File: src/design/irq_id_consts.svh
// Overview of operation
// - Control bit 0 is the global enable gating the interrupt output to the host.
// - Status bit 5 reads one while the downstream receiver signals an interrupt.
// - Status bit 0 is set while any individually enabled source is indicated.
// - Six read-only bytes return a fixed identification string, one character each.
// - Control bit 5 enables the downstream interrupt into the global flag.
`ifndef IRQ_ID_CONSTS_SVH
`define IRQ_ID_CONSTS_SVH

// ********************************
// Register offsets
// ********************************
`define ADDR_IRQ_CONTROL  8'hC6
`define ADDR_IRQ_STATUS   8'hC7
`define ADDR_IDENT_BYTE0  8'hF0
`define ADDR_IDENT_BYTE1  8'hF1
`define ADDR_IDENT_BYTE2  8'hF2
`define ADDR_IDENT_BYTE3  8'hF3
`define ADDR_IDENT_BYTE4  8'hF4
`define ADDR_IDENT_BYTE5  8'hF5

// ********************************
// Field positions and values
// ********************************
`define BIT_GLOBAL_ENABLE      0
`define BIT_GLOBAL_PENDING     0
`define BIT_DOWNSTREAM_ENABLE  5
`define BIT_DOWNSTREAM_FLAG    5
`define CTRL_WRITE_MASK        8'h21
`define REG_RESET_VALUE        8'h00
`define IDENT_BYTES            6

`endif

File: src/design/irq_id_pkg.sv
package irq_id_pkg;
    typedef logic [7:0] reg_byte_type;
    typedef logic [47:0] ident_type;
endpackage

File: src/design/irq_status_and_id_regs.sv
`timescale 1ns/1ps
`include "irq_id_consts.svh"

module irq_status_and_id_regs
    import irq_id_pkg::*;
#(
    // Arbitrary neutral identification string, not a real part code
    parameter ident_type IDENT_STRING = 48'h5157_5859_5A37
) (
    input  wire logic         i_sys_clk,
    input  wire logic         i_resetn,
    input  wire logic         i_clk_en,
    input  wire logic [7:0]   i_reg_addr,
    input  wire logic         i_reg_wr,
    input  wire logic         i_reg_rd,
    input  wire logic [7:0]   i_reg_wdata,
    input  wire logic         i_downstream_irq,
    output logic [7:0]        o_reg_rdata,
    output logic              o_reg_rvalid,
    output logic              o_irq
);

    // ********************************
    // Storage
    // ********************************
    reg_byte_type irq_control;
    reg_byte_type irq_status;
    logic         downstream_meta;
    logic         downstream_sync;

    // ********************************
    // Decode
    // ********************************
    function automatic reg_byte_type ident_char(input logic [2:0] idx);
        ident_char = IDENT_STRING[8'(47 - 8 * idx) -: 8];
    endfunction

    wire          hit_control = (i_reg_addr == `ADDR_IRQ_CONTROL);
    wire          hit_status  = (i_reg_addr == `ADDR_IRQ_STATUS);
    wire          hit_ident   = (i_reg_addr >= `ADDR_IDENT_BYTE0) && (i_reg_addr <= `ADDR_IDENT_BYTE5);
    wire [2:0]    ident_index = 3'(i_reg_addr - `ADDR_IDENT_BYTE0);

    // Only the control register takes writes; reserved bits never store
    wire          ctrl_write   = i_reg_wr && hit_control;
    wire [7:0]    next_control = ctrl_write ? (i_reg_wdata & `CTRL_WRITE_MASK) : irq_control;

    wire          downstream_enabled = downstream_sync && irq_control[`BIT_DOWNSTREAM_ENABLE];

    wire [7:0]    next_status = {2'b00,
                                 downstream_sync,
                                 4'b0000,
                                 downstream_enabled};

    // Source enable gates too, so a stale pending bit cannot leak out for a cycle after disable
    wire          next_irq = irq_status[`BIT_GLOBAL_PENDING] && irq_control[`BIT_GLOBAL_ENABLE]
                             && irq_control[`BIT_DOWNSTREAM_ENABLE];

    wire [7:0]    next_rdata = hit_control ? irq_control :
                               hit_status  ? irq_status  :
                               hit_ident   ? ident_char(ident_index) :
                                             `REG_RESET_VALUE;

    // ********************************
    // Synchroniser
    // ********************************
    // Receiver line is asynchronous to this clock
    always_ff @(posedge i_sys_clk or negedge i_resetn) begin
        if (!i_resetn) begin
            downstream_meta <= 1'b0;
            downstream_sync <= 1'b0;
        end else if (i_clk_en) begin
            downstream_meta <= i_downstream_irq;
            downstream_sync <= downstream_meta;
        end
    end

    // ********************************
    // Registers
    // ********************************
    always_ff @(posedge i_sys_clk or negedge i_resetn) begin
        if (!i_resetn) begin
            irq_control <= `REG_RESET_VALUE;
            irq_status  <= `REG_RESET_VALUE;
            o_irq       <= 1'b0;
        end else if (i_clk_en) begin
            irq_control <= next_control;
            irq_status  <= next_status;
            o_irq       <= next_irq;
        end
    end

    // Read data valid one cycle after the strobe; unmapped reads give zero
    always_ff @(posedge i_sys_clk or negedge i_resetn) begin
        if (!i_resetn) begin
            o_reg_rdata  <= `REG_RESET_VALUE;
            o_reg_rvalid <= 1'b0;
        end else if (i_clk_en) begin
            o_reg_rdata  <= i_reg_rd ? next_rdata : o_reg_rdata;
            o_reg_rvalid <= i_reg_rd;
        end
    end

    // ********************************
    // Assertions
    // ********************************
    a_irq_needs_enable: assert property (
        @(posedge i_sys_clk) disable iff (!i_resetn)
        (i_clk_en && !irq_control[`BIT_GLOBAL_ENABLE]) |=> !o_irq
    ) else $error("Interrupt driven while global enable is clear");

    a_irq_follows_pending: assert property (
        @(posedge i_sys_clk) disable iff (!i_resetn)
        i_clk_en ##1 i_clk_en |=> o_irq == ($past(irq_control[`BIT_GLOBAL_ENABLE])
                                           & $past(irq_control[`BIT_DOWNSTREAM_ENABLE])
                                           & $past(downstream_sync, 2)
                                           & $past(irq_control[`BIT_DOWNSTREAM_ENABLE], 2))
    ) else $error("Interrupt output does not follow enabled pending source");

    a_downstream_flag: assert property (
        @(posedge i_sys_clk) disable iff (!i_resetn)
        i_clk_en |=> irq_status[`BIT_DOWNSTREAM_FLAG] == $past(downstream_sync)
    ) else $error("Downstream flag does not track the receiver request");

    a_global_pending: assert property (
        @(posedge i_sys_clk) disable iff (!i_resetn)
        (i_clk_en && downstream_sync && irq_control[5]) |=> irq_status[`BIT_GLOBAL_PENDING]
    ) else $error("Global pending flag missing for enabled source");

    a_ident_readback: assert property (
        @(posedge i_sys_clk) disable iff (!i_resetn)
        (i_clk_en && i_reg_rd && i_reg_addr == `ADDR_IDENT_BYTE0) |=>
            (o_reg_rvalid && o_reg_rdata == IDENT_STRING[47:40])
    ) else $error("First identification byte read back wrong");

    a_reserved_zero: assert property (
        @(posedge i_sys_clk) disable iff (!i_resetn)
        (irq_control[4:1] == 4'h0) && (irq_status[4:1] == 4'h0)
    ) else $error("Reserved bits hold a nonzero value");

    a_source_masked: assert property (
        @(posedge i_sys_clk) disable iff (!i_resetn)
        (i_clk_en && !irq_control[`BIT_DOWNSTREAM_ENABLE]) |=> !irq_status[`BIT_GLOBAL_PENDING]
    ) else $error("Global flag set with downstream source disabled");

    a_write_ignored: assert property (
        @(posedge i_sys_clk) disable iff (!i_resetn)
        (i_clk_en && i_reg_wr && !hit_control) |=> $stable(irq_control)
    ) else $error("Write outside control register changed control");

    a_control_write: assert property (
        @(posedge i_sys_clk) disable iff (!i_resetn)
        (i_clk_en && i_reg_wr && hit_control) |=> irq_control == ($past(i_reg_wdata) & `CTRL_WRITE_MASK)
    ) else $error("Control write stored wrong bits");

    a_control_readback: assert property (
        @(posedge i_sys_clk) disable iff (!i_resetn)
        (i_clk_en && i_reg_rd && hit_control) |=> o_reg_rdata == $past(irq_control)
    ) else $error("Control register read back wrong");

    a_status_readback: assert property (
        @(posedge i_sys_clk) disable iff (!i_resetn)
        (i_clk_en && i_reg_rd && hit_status) |=> o_reg_rdata == $past(irq_status)
    ) else $error("Status register read back wrong");

    a_unmapped_zero: assert property (
        @(posedge i_sys_clk) disable iff (!i_resetn)
        (i_clk_en && i_reg_rd && !hit_control && !hit_status && !hit_ident) |=> o_reg_rdata == `REG_RESET_VALUE
    ) else $error("Unmapped read returned nonzero data");

    a_upper_bits_zero: assert property (
        @(posedge i_sys_clk) disable iff (!i_resetn)
        (irq_control[7:6] == 2'b00) && (irq_status[7:6] == 2'b00)
    ) else $error("Upper reserved bits hold a nonzero value");

    a_rvalid_on_read: assert property (
        @(posedge i_sys_clk) disable iff (!i_resetn)
        (i_clk_en && i_reg_rd) |=> o_reg_rvalid
    ) else $error("Read strobe not answered by valid");

    a_rvalid_single: assert property (
        @(posedge i_sys_clk) disable iff (!i_resetn)
        (i_clk_en && !i_reg_rd) |=> !o_reg_rvalid
    ) else $error("Read valid without a read strobe");

    a_rdata_holds: assert property (
        @(posedge i_sys_clk) disable iff (!i_resetn)
        (i_clk_en && !i_reg_rd) |=> $stable(o_reg_rdata)
    ) else $error("Read data changed without a read");

    a_frozen_regs: assert property (
        @(posedge i_sys_clk) disable iff (!i_resetn)
        !i_clk_en |=> $stable(irq_control) && $stable(irq_status)
                      && $stable(downstream_meta) && $stable(downstream_sync)
    ) else $error("State moved while clock enable was low");

    a_frozen_outputs: assert property (
        @(posedge i_sys_clk) disable iff (!i_resetn)
        !i_clk_en |=> $stable(o_irq) && $stable(o_reg_rvalid) && $stable(o_reg_rdata)
    ) else $error("Output moved while clock enable was low");

    a_sync_first_stage: assert property (
        @(posedge i_sys_clk) disable iff (!i_resetn)
        i_clk_en |=> downstream_meta == $past(i_downstream_irq)
    ) else $error("Synchroniser first stage missed the receiver line");

    a_ident_byte1: assert property (
        @(posedge i_sys_clk) disable iff (!i_resetn)
        (i_clk_en && i_reg_rd && i_reg_addr == `ADDR_IDENT_BYTE1) |=>
            (o_reg_rvalid && o_reg_rdata == IDENT_STRING[39:32])
    ) else $error("Second identification byte read back wrong");

    a_ident_byte2: assert property (
        @(posedge i_sys_clk) disable iff (!i_resetn)
        (i_clk_en && i_reg_rd && i_reg_addr == `ADDR_IDENT_BYTE2) |=>
            (o_reg_rvalid && o_reg_rdata == IDENT_STRING[31:24])
    ) else $error("Third identification byte read back wrong");

    a_ident_byte3: assert property (
        @(posedge i_sys_clk) disable iff (!i_resetn)
        (i_clk_en && i_reg_rd && i_reg_addr == `ADDR_IDENT_BYTE3) |=>
            (o_reg_rvalid && o_reg_rdata == IDENT_STRING[23:16])
    ) else $error("Fourth identification byte read back wrong");

    a_ident_byte4: assert property (
        @(posedge i_sys_clk) disable iff (!i_resetn)
        (i_clk_en && i_reg_rd && i_reg_addr == `ADDR_IDENT_BYTE4) |=>
            (o_reg_rvalid && o_reg_rdata == IDENT_STRING[15:8])
    ) else $error("Fifth identification byte read back wrong");

    a_ident_byte5: assert property (
        @(posedge i_sys_clk) disable iff (!i_resetn)
        (i_clk_en && i_reg_rd && i_reg_addr == `ADDR_IDENT_BYTE5) |=>
            (o_reg_rvalid && o_reg_rdata == IDENT_STRING[7:0])
    ) else $error("Sixth identification byte read back wrong");

endmodule

File: config.mk
export PLATFORM = sky130hd
export DESIGN_NAME = irq_status_and_id_regs
export DESIGN_NICKNAME = d
export VERILOG_FILES = /design/src/design/irq_id_pkg.sv /design/src/design/irq_status_and_id_regs.sv
export VERILOG_INCLUDE_DIRS = /design/src /design/src/design
export SDC_FILE = /design/constraint.sdc
export NUM_CORES = 1
export LEC_CHECK = 0
export BUFFER_PORTS_ARGS = -buffer_cell sky130_fd_sc_hd__buf_2
export CORE_ASPECT_RATIO = 1.5
export CORE_MARGIN = 5
export CORE_UTILIZATION = 40
export CTS_CLUSTER_SIZE = 12
export DETAILED_ROUTE_END_ITERATION = 6
export GPL_ROUTABILITY_DRIVEN = 0
export HOLD_SLACK_MARGIN = 0.03
export MAX_ROUTING_LAYER = met4
export PLACE_DENSITY = 0.7
export SLEW_MARGIN = 20
export SYNTH_ARGS = -nofsm -noshare
export SYNTH_HDL_FRONTEND = slang
export SYNTH_SLANG_ARGS = --single-unit
File: constraint.sdc
create_clock -name i_sys_clk -period 1.5 [get_ports i_sys_clk]
set_input_delay 0.15 -clock i_sys_clk [delete_from_list [all_inputs] [get_ports i_sys_clk]]
set_output_delay 0.15 -clock i_sys_clk [all_outputs]
set_load 0.05 [all_outputs]
==> results of run 1 <==
==> cell type report <==
type	instances	area (um^2)	area share, %
clock buffer	3	22.5	2.34
tap	21	26.3	2.73
clock inverter	1	5.00	0.520
timing repair buffer	27	145	15.1
multi-input combinational	50	365	38.0
sequential	15	375	39.0
inverter	6	22.5	2.34
==> worst paths after layout <==
path                       cells after the start              end  slack [ns]              from
max in group asynchronous                      2            o_irq        0.96          i_resetn
hold / removal                                 2  downstream_meta         0.1  i_downstream_irq
min in group asynchronous                      2   o_reg_rdata[1]        0.29          i_resetn
hold reg to reg                                2   o_reg_rdata[3]        0.49    o_reg_rdata[3]
setup reg to reg                               2   o_reg_rdata[5]        0.36    irq_control[5]
setup / recovery                               2   o_reg_rdata[5]        0.36    irq_control[5]
==> routing by layer <==
layer,global-route usage (%),part of all wire [%]
met2,20.7,53
met5,-,0
met4,6.41,1.2
met1,15.2,40
met3,2.49,5.8
==> critical path, delay by kind of cell (launching register included) <==
family	cells	cell delay (ns)
flip-flops	1	0.42
AO/OA/AOI/OAI	1	0.26
AND/OR/NAND/NOR	1	0.35
==> registers in the layout, summed over array words and instances (netlist names) <==
| register | flops |
|---|---|
| o_reg_rdata | 7 |
| o_irq | 1 |
| downstream_sync | 1 |
| o_reg_rvalid | 1 |
| irq_status | 2 |
| downstream_meta | 1 |
| irq_control | 2 |
==> where the power goes <==
part	internal [W]	leakage (nW)	switching [W]
clock	0.0000987	0.0177	0.000120
sequential	0.000422	0.201	0.0000104
combinational	0.0000539	0.259	0.0000769
total	0.000575	0.477	0.000207
==> timing repair <==
action,CTS,global route
endpoints found under the hold margin,15,0
hold buffers,1,0
setup endpoints to repair,0,0
==> placed cells by master (no fill, tap or decap), types with 2 or more instances in the layout <==
| cell | n |
|---|---|
| nor3_1 | 2 |
| o21ai_0 | 4 |
| buf_2 | 24 |
| buf_4 | 2 |
| nand2b_1 | 2 |
| nand2_1 | 6 |
| dfrtp_1 | 15 |
| ha_1 | 2 |
| nor2_1 | 3 |
| clkbuf_4 | 3 |
| mux2_2 | 5 |
| o31ai_1 | 2 |
| inv_1 | 6 |
| nand3b_1 | 4 |
==> cells by family (layout without fill, tap and decap cells) <==
| logic type | after synthesis | in the layout | synth area share [%] |
|---|---|---|---|
| other | 1 | 1 | 0.473 |
| muxes | 5 | 5 | 7.10 |
| and+or+nand+nor | 24 | 24 | 17.7 |
| DFF | 15 | 15 | 47.3 |
| adders and majority gates | 2 | 2 | 3.15 |
| AOI/OAI and AO/OA | 18 | 18 | 17.7 |
| buffers and inverters | 10 | 37 | 6.62 |
==> metrics by stage <==
step	instance area (um^2)	utilization (%)	hold WS [ns]	cells
6_report	962	51.9	0.0979	123
5_1_grt	962	51.9	0.0915	123
4_1_cts	962	51.9	0.0876	123
3_5_place_dp	925	49.9	0.0705	118
3_3_place_gp	925	49.9	0.0659	118
2_1_floorplan	793	-	-0.146	75
==> results.ini, run 1 <==
[outcome]
status=finished, final reports clean

[setup_path]
end_kind=flop
required_ns=1.67
cpPeakStageDelay_ns=0.42
crit_type=flop to flop
critPathMaxFanout=4
worstPathArrival_ns=1.31
crit_chain=or3_1 > a32o_1
critPathSlowestCell=dfrtp_1
start_kind=flop

[sta]
fin_crit_sh_pct=75.8
fin_crit_ns=1.14
fin_setup_tns_ns=0
rsz0062_at_grt=no
final_hold_viol_count=0
fmax_mhz=879
setup-violations-final=0
finClkSkew_ns=0.00669
final-max-slew-violation-count=0
setup_ws_ns=0.362

[final_layout]
syn_to_final_growth_pct=21.3
final_layout_size_suffix_gt1_share_pct=37.3
finalNetCount=127
fill_cells=195
diodes=0

[clock_network]
post_cts_buffers=0
cts_resized=0
clk_pin_slew_ns=0.09
cts_tree=built
numCtsBuffers=3
cts_buffer_depth=2
insertion_delay_ns=0.28
clock-root-buffer=clkbuf_4
clock-sinks=15
htree_num_levels=1

[routing]
wl_per_cell_um=12.9
dr.pass1.iters=4
vias=643
drt-initial-drc-count=12
drc=0
wl_mm=1.59
ant_nets=0
vias_per_cell=5.23

[synthesis]
synthTopCellsByCount=dfrtp_1 (15), inv_1 (6), nand2_1 (6)
synth_top_area_share_pct=47.3
ys_seq_area_share_pct=47.3
synthArstFlopShare_pct=100
yosysWarnings=0
synth_area_leader_cell=dfrtp_1
synth_top_flop_cell=dfrtp_1
synthCells=75
syn_avg_cell_area_um2=10.6
synth_nets=99
netlist_area_um2=793
synth_edf_count=0
synth_cell_type_count=34
yosysMostFrequentCell=dfrtp_1
synthTopCellsByArea=dfrtp_1 (47%), mux2_2 (7.1%), nand3b_1 (3.8%)
ys_ff_latch=15

[floorplan]
core_um2=1850
pin_count=32
dieArea_um2=2990
fp-row-count=19
dieWidth_um=46.4
start_util_pct=42.8
fp.dieH_um=64.5

[flow_run]
maxCapViolCount=0

[global_routing]
grt_pass1_vias=669
overflow=0
grtUsageTotal_pct=13.0
grt_max_degree=16
grt_pass1_wl_mm=2.86
antenna_found_initial=0

[power_and_ir_drop]
ir_drop_mv=0.559
p_leak_nw=0.477
p_per_area_nw_per_um2=813
report.power.total_w=0.000782

[placed_design]
place_ws_ns=0.164
hpwl_mm=1.29
io_buffers=24

[hold_path]
hp-class=primary input to flop

No activity file was read; power rests on OpenSTA's default activity.
==> inputs of run 2 (changes only) <==
ABC_AREA = 1   (was default)
clock period = 1.1 ns   (was 1.5 ns; I/O delays follow)
==> results.ini, run 2 <==
[outcome]
status=finished, final reports clean  ; unchanged

[sta]
fin_crit_sh_pct=92.1
rsz0062_at_grt=no  ; unchanged
fmax_mhz=987
setup-violations-final=0  ; unchanged
final-max-slew-violation-count=0  ; unchanged
setup_ws_ns=0.0871  ; was 0.362 ns
final_hold_viol_count=0  ; unchanged
finClkSkew_ns=0.00575  ; was 0.00669 ns
fin_crit_ns=1.01

[synthesis]
netlist_area_um2=825  ; was 793 um^2
ys_seq_area_share_pct=45.5  ; was 47.3%
synthArstFlopShare_pct=100  ; unchanged
synth_cell_type_count=20  ; was 34
synthTopCellsByCount=nand2_1 (27), dfrtp_1 (15), inv_1 (14), nand3_1 (14), nor2_1 (9)  ; was dfrtp_1 (15), inv_1 (6), nand2_1 (6)
synthTopCellsByArea=dfrtp_1 (46%), nand2_1 (12%), nand3_1 (8.5%)  ; was dfrtp_1 (47%), mux2_2 (7.1%), nand3b_1 (3.8%)
synth_area_leader_cell=dfrtp_1  ; unchanged
synth_top_flop_cell=dfrtp_1  ; unchanged
synthCells=106  ; was 75
synth_top_area_share_pct=45.5  ; was 47.3%
synth_edf_count=0  ; unchanged
synth_nets=130  ; was 99
ys_ff_latch=15  ; unchanged
yosysWarnings=0  ; unchanged
yosysMostFrequentCell=nand2_1  ; was dfrtp_1
syn_avg_cell_area_um2=7.78  ; was 10.6 um^2

[setup_path]
crit_chain=buf_2  ; was or3_1 > a32o_1
r2r.worst_path.cells=1  ; was 2
crit_buf_inv=1  ; was 0
reg2reg_setup_slack_ns=0.30  ; was 0.36 ns
cpPeakStageDelay_ns=0.36  ; was 0.42 ns
cp_top_family=flip-flops  ; unchanged
crit_type=flop to primary output  ; was flop to flop
critPathSlowestCell=dfrtp_1  ; unchanged
r2r-start=downstream_sync  ; was irq_control[5]
critPathMaxFanout=2  ; was 4
reg2reg_to=irq_status[5]  ; was o_reg_rdata[5]
end_kind=primary output  ; was flop
required_ns=0.99  ; was 1.67 ns
start_kind=flop  ; unchanged
worstPathArrival_ns=0.90  ; was 1.31 ns

[clock_network]
numCtsBuffers=3  ; unchanged
cts_buffer_depth=2  ; unchanged
post_cts_buffers=0  ; unchanged
clock-root-buffer=clkbuf_4  ; unchanged
insertion_delay_ns=0.28  ; about the same
clk_pin_slew_ns=0.09  ; about the same
cts_tree=built  ; unchanged
clock-sinks=15  ; unchanged
htree_num_levels=1  ; unchanged

[final_layout]
final_common_cell=nand2_1  ; was buf_2
fill_cells=222  ; was 195
fin_cells=160  ; was 123
syn_to_final_growth_pct=26.1  ; was 21.3%
final_layout_size_suffix_gt1_share_pct=29.7  ; was 37.3%
layout.cells.most_common_list=nand2_1 (27), buf_2 (24), dfrtp_1 (15), inv_1 (14), nand3_1 (14)  ; was buf_2 (24), dfrtp_1 (15), inv_1 (6), nand2_1 (6), mux2_2 (5)
largest_reg_flops=7  ; unchanged
finalNetCount=163  ; was 127
reg_top3=o_reg_rdata x7, irq_control x2, irq_status x2  ; unchanged
diodes=0  ; unchanged
regMostFlops=o_reg_rdata  ; unchanged

[routing]
wl_mm=1.66  ; was 1.59 mm
vias_per_cell=4.69  ; was 5.23
ant_nets=0  ; unchanged
wl_per_cell_um=10.4  ; was 12.9 um
drt-initial-drc-count=7  ; was 12
drc=0  ; unchanged
dr.pass1.iters=4  ; unchanged
vias=751  ; was 643

[placed_design]
dp.cells=154  ; was 118
hpwl_mm=1.39  ; was 1.29 mm
place_ws_ns=-0.111  ; was 0.164 ns
io_buffers=24  ; unchanged

[power_and_ir_drop]
p_per_area_nw_per_um2=1050  ; was 813 nW/um^2
ir_drop_mv=0.741  ; was 0.559 mV
p_leak_nw=0.578  ; was 0.477 nW

[global_routing]
antenna_found_initial=0  ; unchanged
grt_max_degree=16  ; unchanged
grt_pass1_wl_mm=2.78  ; was 2.86 mm
overflow=0  ; unchanged
grt_pass1_vias=739  ; was 669
grtUsageTotal_pct=12.4  ; was 13.0%

[floorplan]
pin_count=32  ; unchanged
fp-row-count=20  ; was 19
start_util_pct=41.2  ; was 42.8%
dieWidth_um=47.1  ; was 46.4 um
core_um2=2000  ; was 1850 um^2
dieArea_um2=3090  ; was 2990 um^2
fp.dieH_um=65.6  ; was 64.5 um

[hold_path]
hold_path_end=irq_control[0]  ; was downstream_meta
hp-class=primary input to flop  ; unchanged
hp-start=i_reg_wdata[0]  ; was i_downstream_irq
hold_depth=3  ; was 2

[flow_run]
maxCapViolCount=0  ; unchanged

==> run 2: cell types whose count changed in the layout (fill, tap and decap cells not counted), moves of 3 or more <==
cell / previous run / this run
buf_4: 2 / 5
inv_1: 6 / 14
mux2_2: 5 / 1
nand2_1: 6 / 27
nand3_1: 1 / 14
nand3b_1: 4 / 0
nor2_1: 3 / 9
==> run 2: power by group <==
part	internal, W	switching, W
Clock	0.000135	0.000177
Combinational	0.0000726	0.000122
Sequential	0.000573	0.0000129
Total	0.000780	0.000312
==> run 2: worst max-delay path by stage <==
stage / from / endpoint / slack, ns / depth (start not counted)
finish: o_reg_rdata[5] / o_reg_rdata[5] / 0.09 / 1
CTS: o_reg_rdata[5] / o_reg_rdata[5] / 0.07 / 1
detailed placement: i_reg_addr[1] / o_reg_rdata[0] / -0.11 / 10
global route: o_reg_rdata[1] / o_reg_rdata[1] / 0.03 / 1
global placement: i_reg_addr[1] / o_reg_rdata[0] / -0.08 / 10
floorplan: i_reg_addr[1] / o_reg_rdata[0] / 0.14 / 9
==> run 2: through the flow <==
| step | area, um^2 | util, % | setup TNS (ns) | total power [W] | hold WS [ns] |
|---|---|---|---|---|---|
| 6_report | 1040 | 51.9 | 0 | 0.00109 | 0.0529 |
| 5_1_grt | 1040 | 51.9 | 0 | 0.00116 | 0.0457 |
| 4_1_cts | 1040 | 51.9 | 0 | 0.00111 | 0.0419 |
| 3_5_place_dp | 992 | 49.6 | -0.206 | 0.000788 | 0.0302 |
| 3_3_place_gp | 992 | 49.6 | -0.116 | 0.000782 | 0.0246 |
| 2_1_floorplan | 825 | - | 0 | 0.000707 | -0.186 |
==> run 2: timing repair <==
item / 4_1_cts / 5_1_grt
gates resized for setup: 0 / 0
endpoints found under the hold margin: 16 / 0
hold buffers: 2 / 0
==> run 2: cell type report <==
type                    count  area, um^2  area share, %
clock buffers               3        22.5           2.17
clock inverters             1        5.00          0.481
inverters                  14        52.6           5.05
multi-input cells          74         379           36.5
flip-flops and latches     15         375           36.1
well taps                  22        27.5           2.65
repair buffers             31         178           17.1
==> run 2: cells by family (layout without fill, tap and decap cells) <==
group                    count (synthesis)  after routing  share of synthesized area, %
buffers and inverters                   17             49                          8.50
other                                    1              1                         0.455
AO/OA/AOI/OAI                           13             13                          9.10
multiplexers                             1              1                          1.37
adder cells (fa/ha/maj)                  2              2                          3.03
flip-flops                              15             15                          45.5
AND/OR/NAND/NOR                         57             57                          32.0
==> run 2: per-layer routing <==
| layer | share of wire, % | up-vias | track usage, % |
|---|---|---|---|
| li1 | - | 398 | - |
| met3 | 4.7 | 4 | 2.47 |
| met2 | 56 | 16 | 23.6 |
| met1 | 38 | 333 | 11.0 |
| met4 | 1.4 | 0 | 5.19 |
| met5 | 0 | - | - |
==> inputs of run 3 (changes only) <==
BUFFER_PORTS_ARGS = default   (was -buffer_cell sky130_fd_sc_hd__buf_2)
CTS_CLUSTER_SIZE = default   (was 12)
DONT_BUFFER_PORTS = 1   (was default)
PLACE_DENSITY = 0.56   (was 0.7)
==> results.ini, run 3 (synthesis results as in run 2) <==
[routing]
route.met3.wl_um=91  ; was 78 um
m1WireLength_um=644  ; was 623 um
vias=718  ; was 751
wl_mm=1.76  ; was 1.66 mm
drc=0  ; unchanged
highest_layer=met4  ; unchanged
vias_per_cell=4.95  ; was 4.69
ant_nets=0  ; unchanged
dr.pass1.iters=4  ; unchanged
drt-initial-drc-count=13  ; was 7
wl_per_cell_um=12.1  ; was 10.4 um
wl_met2_mm=1.00  ; was 933 um

[clock_network]
cts_tree=built  ; unchanged
clock-sinks=15  ; unchanged
insertion_delay_ns=0.28  ; about the same
numCtsBuffers=3  ; unchanged
cts_resized=0  ; unchanged
clock-root-buffer=clkbuf_4  ; unchanged
cts_buffer_depth=2  ; unchanged
htree_num_levels=1  ; unchanged
post_cts_buffers=0  ; unchanged
clk_pin_slew_ns=0.09  ; about the same

[outcome]
status=finished, final reports clean  ; unchanged

[power_and_ir_drop]
p_sw_share_pct=27.9  ; was 28.6%
ir_drop_mv=0.912  ; was 0.741 mV
power.share.clock_pct=29.5  ; was 28.6%
p_comb_share_pct=15.3  ; was 17.8%
power.internal_w=0.000766  ; was 0.000780 W
p_switching_w=0.000296  ; was 0.000312 W
p_per_area_nw_per_um2=1060  ; was 1050 nW/um^2
p_seq_share_pct=55.2  ; was 53.6%
p_leak_nw=0.516  ; was 0.578 nW

[sta]
fin_crit_ns=1.03  ; was 1.01 ns
final-max-slew-violation-count=0  ; unchanged
fin_setup_tns_ns=0  ; unchanged
finClkSkew_ns=0.00225  ; was 0.00575 ns
rsz0062_at_grt=no  ; unchanged
worstMarginPinSlew_ns=0.682
slew_headroom_pct=54.4
fin_crit_sh_pct=93.6  ; was 92.1%
fmax_mhz=971  ; was 987 MHz
final_hold_viol_count=0  ; unchanged
setup_ws_ns=0.0702  ; was 0.0871 ns
setup-violations-final=0  ; unchanged

[final_layout]
regMostFlops=o_reg_rdata  ; unchanged
largest_reg_flops=7  ; unchanged
syn_to_final_growth_pct=20.9  ; was 26.1%
final_layout_size_suffix_gt1_share_pct=17.9  ; was 29.7%
diodes=0  ; unchanged
final_common_cell=nand2_1  ; unchanged
fin_cells=145  ; was 160
seq_area_um2=375  ; unchanged
fill_cells=213  ; was 222
multiInputGateArea_um2=379  ; unchanged
reg_top3=o_reg_rdata x7, irq_control x2, irq_status x2  ; unchanged
finalNetCount=148  ; was 163
layout.cells.most_common_list=nand2_1 (27), dfrtp_1 (15), inv_1 (14), nand3_1 (14), buf_4 (10)  ; was nand2_1 (27), buf_2 (24), dfrtp_1 (15), inv_1 (14), nand3_1 (14)

[global_routing]
grtUsageTotal_pct=13.3  ; was 12.4%
grt_pass1_vias=726  ; was 739
antenna_found_initial=0  ; unchanged
grt_pass1_wl_mm=2.90  ; was 2.78 mm
overflow=0  ; unchanged
grt_max_degree=16  ; unchanged

[floorplan]
fp-row-count=20  ; unchanged
dieWidth_um=47.1  ; unchanged
pin_count=32  ; unchanged
core_um2=2000  ; unchanged
dieArea_um2=3090  ; unchanged
fp.dieH_um=65.6  ; unchanged
start_util_pct=41.2  ; unchanged

[flow_run]
maxCapViolCount=0  ; unchanged

[setup_path]
reg2reg_setup_slack_ns=0.28  ; was 0.30 ns
critPathMaxFanout=10  ; was 2
reg2reg_to=o_reg_rdata[5]  ; was irq_status[5]
start_kind=primary input  ; was flop
crit_start=i_clk_en  ; was o_reg_rdata[5]
crit_type=primary input to flop  ; was flop to primary output
endpoint=irq_status[5]  ; was o_reg_rdata[5]
crit_buf_inv=1  ; unchanged
cp_top_family=buffers and inverters  ; was flip-flops
crit_chain=dlygate4sd3_1 > mux2_2  ; was buf_2
r2r-start=irq_control[5]  ; was downstream_sync
worstPathArrival_ns=1.20  ; was 0.90 ns
end_kind=flop  ; was primary output
crit_cells=2  ; was 1
cpPeakStageDelay_ns=0.71  ; was 0.36 ns
required_ns=1.27  ; was 0.99 ns
critPathSlowestCell=dlygate4sd3_1  ; was dfrtp_1
r2r.worst_path.cells=4  ; was 1

[placed_design]
hpwl_mm=1.36  ; was 1.39 mm
dp.cells=135  ; was 154
io_buffers=0  ; was 24
place_ws_ns=0.0549  ; was -0.111 ns

[hold_path]
hp-start=i_reg_addr[0]  ; was i_reg_wdata[0]
hp-class=primary input to flop  ; unchanged

-- run 3: cell types whose count changed in the layout (fill, tap and decap cells not counted), sizes merged --
cell	delta
buf	-19
dlygate4sd3	+4
-- run 3: worst min-delay path by stage --
| stage | cells after the start | slack, ns | to |
|---|---|---|---|
| 2_1_floorplan | 0 | -0.19 | downstream_meta |
| 3_3_place_gp | 0 | -0.19 | o_reg_rdata[2] |
| 3_5_place_dp | 0 | -0.19 | o_reg_rdata[1] |
| 4_1_cts | 2 | 0.05 | o_reg_rdata[1] |
| 5_1_grt | 2 | 0.04 | o_reg_rdata[1] |
| 6_report | 2 | 0.05 | o_reg_rdata[1] |
-- run 3: area by class of cell --
cell class	count	share of cell area, %
multi-input cells	74	38.0
flip-flops and latches	15	37.6
repair buffers	16	13.6
inverters	14	5.27
well taps	22	2.76
clock buffers	3	2.26
clock inverters	1	0.502
-- run 3: metal layers --
metal	vias to the layer above	GRT usage [%]
li1	366	-
met1	333	12.8
met2	17	24.5
met3	2	1.64
met4	0	6.23
met5	-	-
-- run 3: power by group through the flow --
stage | logic (W) | clock network, W | registers [W]
2_1_floorplan | 0.0000937 | 0 | 0.000614
3_3_place_gp | 0.000130 | 0 | 0.000597
3_5_place_dp | 0.000133 | 0 | 0.000598
4_1_cts | 0.000166 | 0.000326 | 0.000586
5_1_grt | 0.000184 | 0.000352 | 0.000590
6_report | 0.000163 | 0.000313 | 0.000586
-- run 3: what timing repair did --
action	4_1_cts	5_1_grt
setup endpoints to repair	0	0
hold buffers	6	0
hold endpoints to repair	24	0
-- run 3: stage by stage --
step	cell area (um^2)	util [%]	hold WS (ns)	total power, W
finish	997	49.8	0.0534	0.00106
global route	997	49.8	0.0448	0.00113
CTS	997	49.8	0.0470	0.00108
detailed placement	910	45.4	-0.185	0.000730
global placement	910	45.4	-0.185	0.000726
floorplan	825	-	-0.186	0.000707
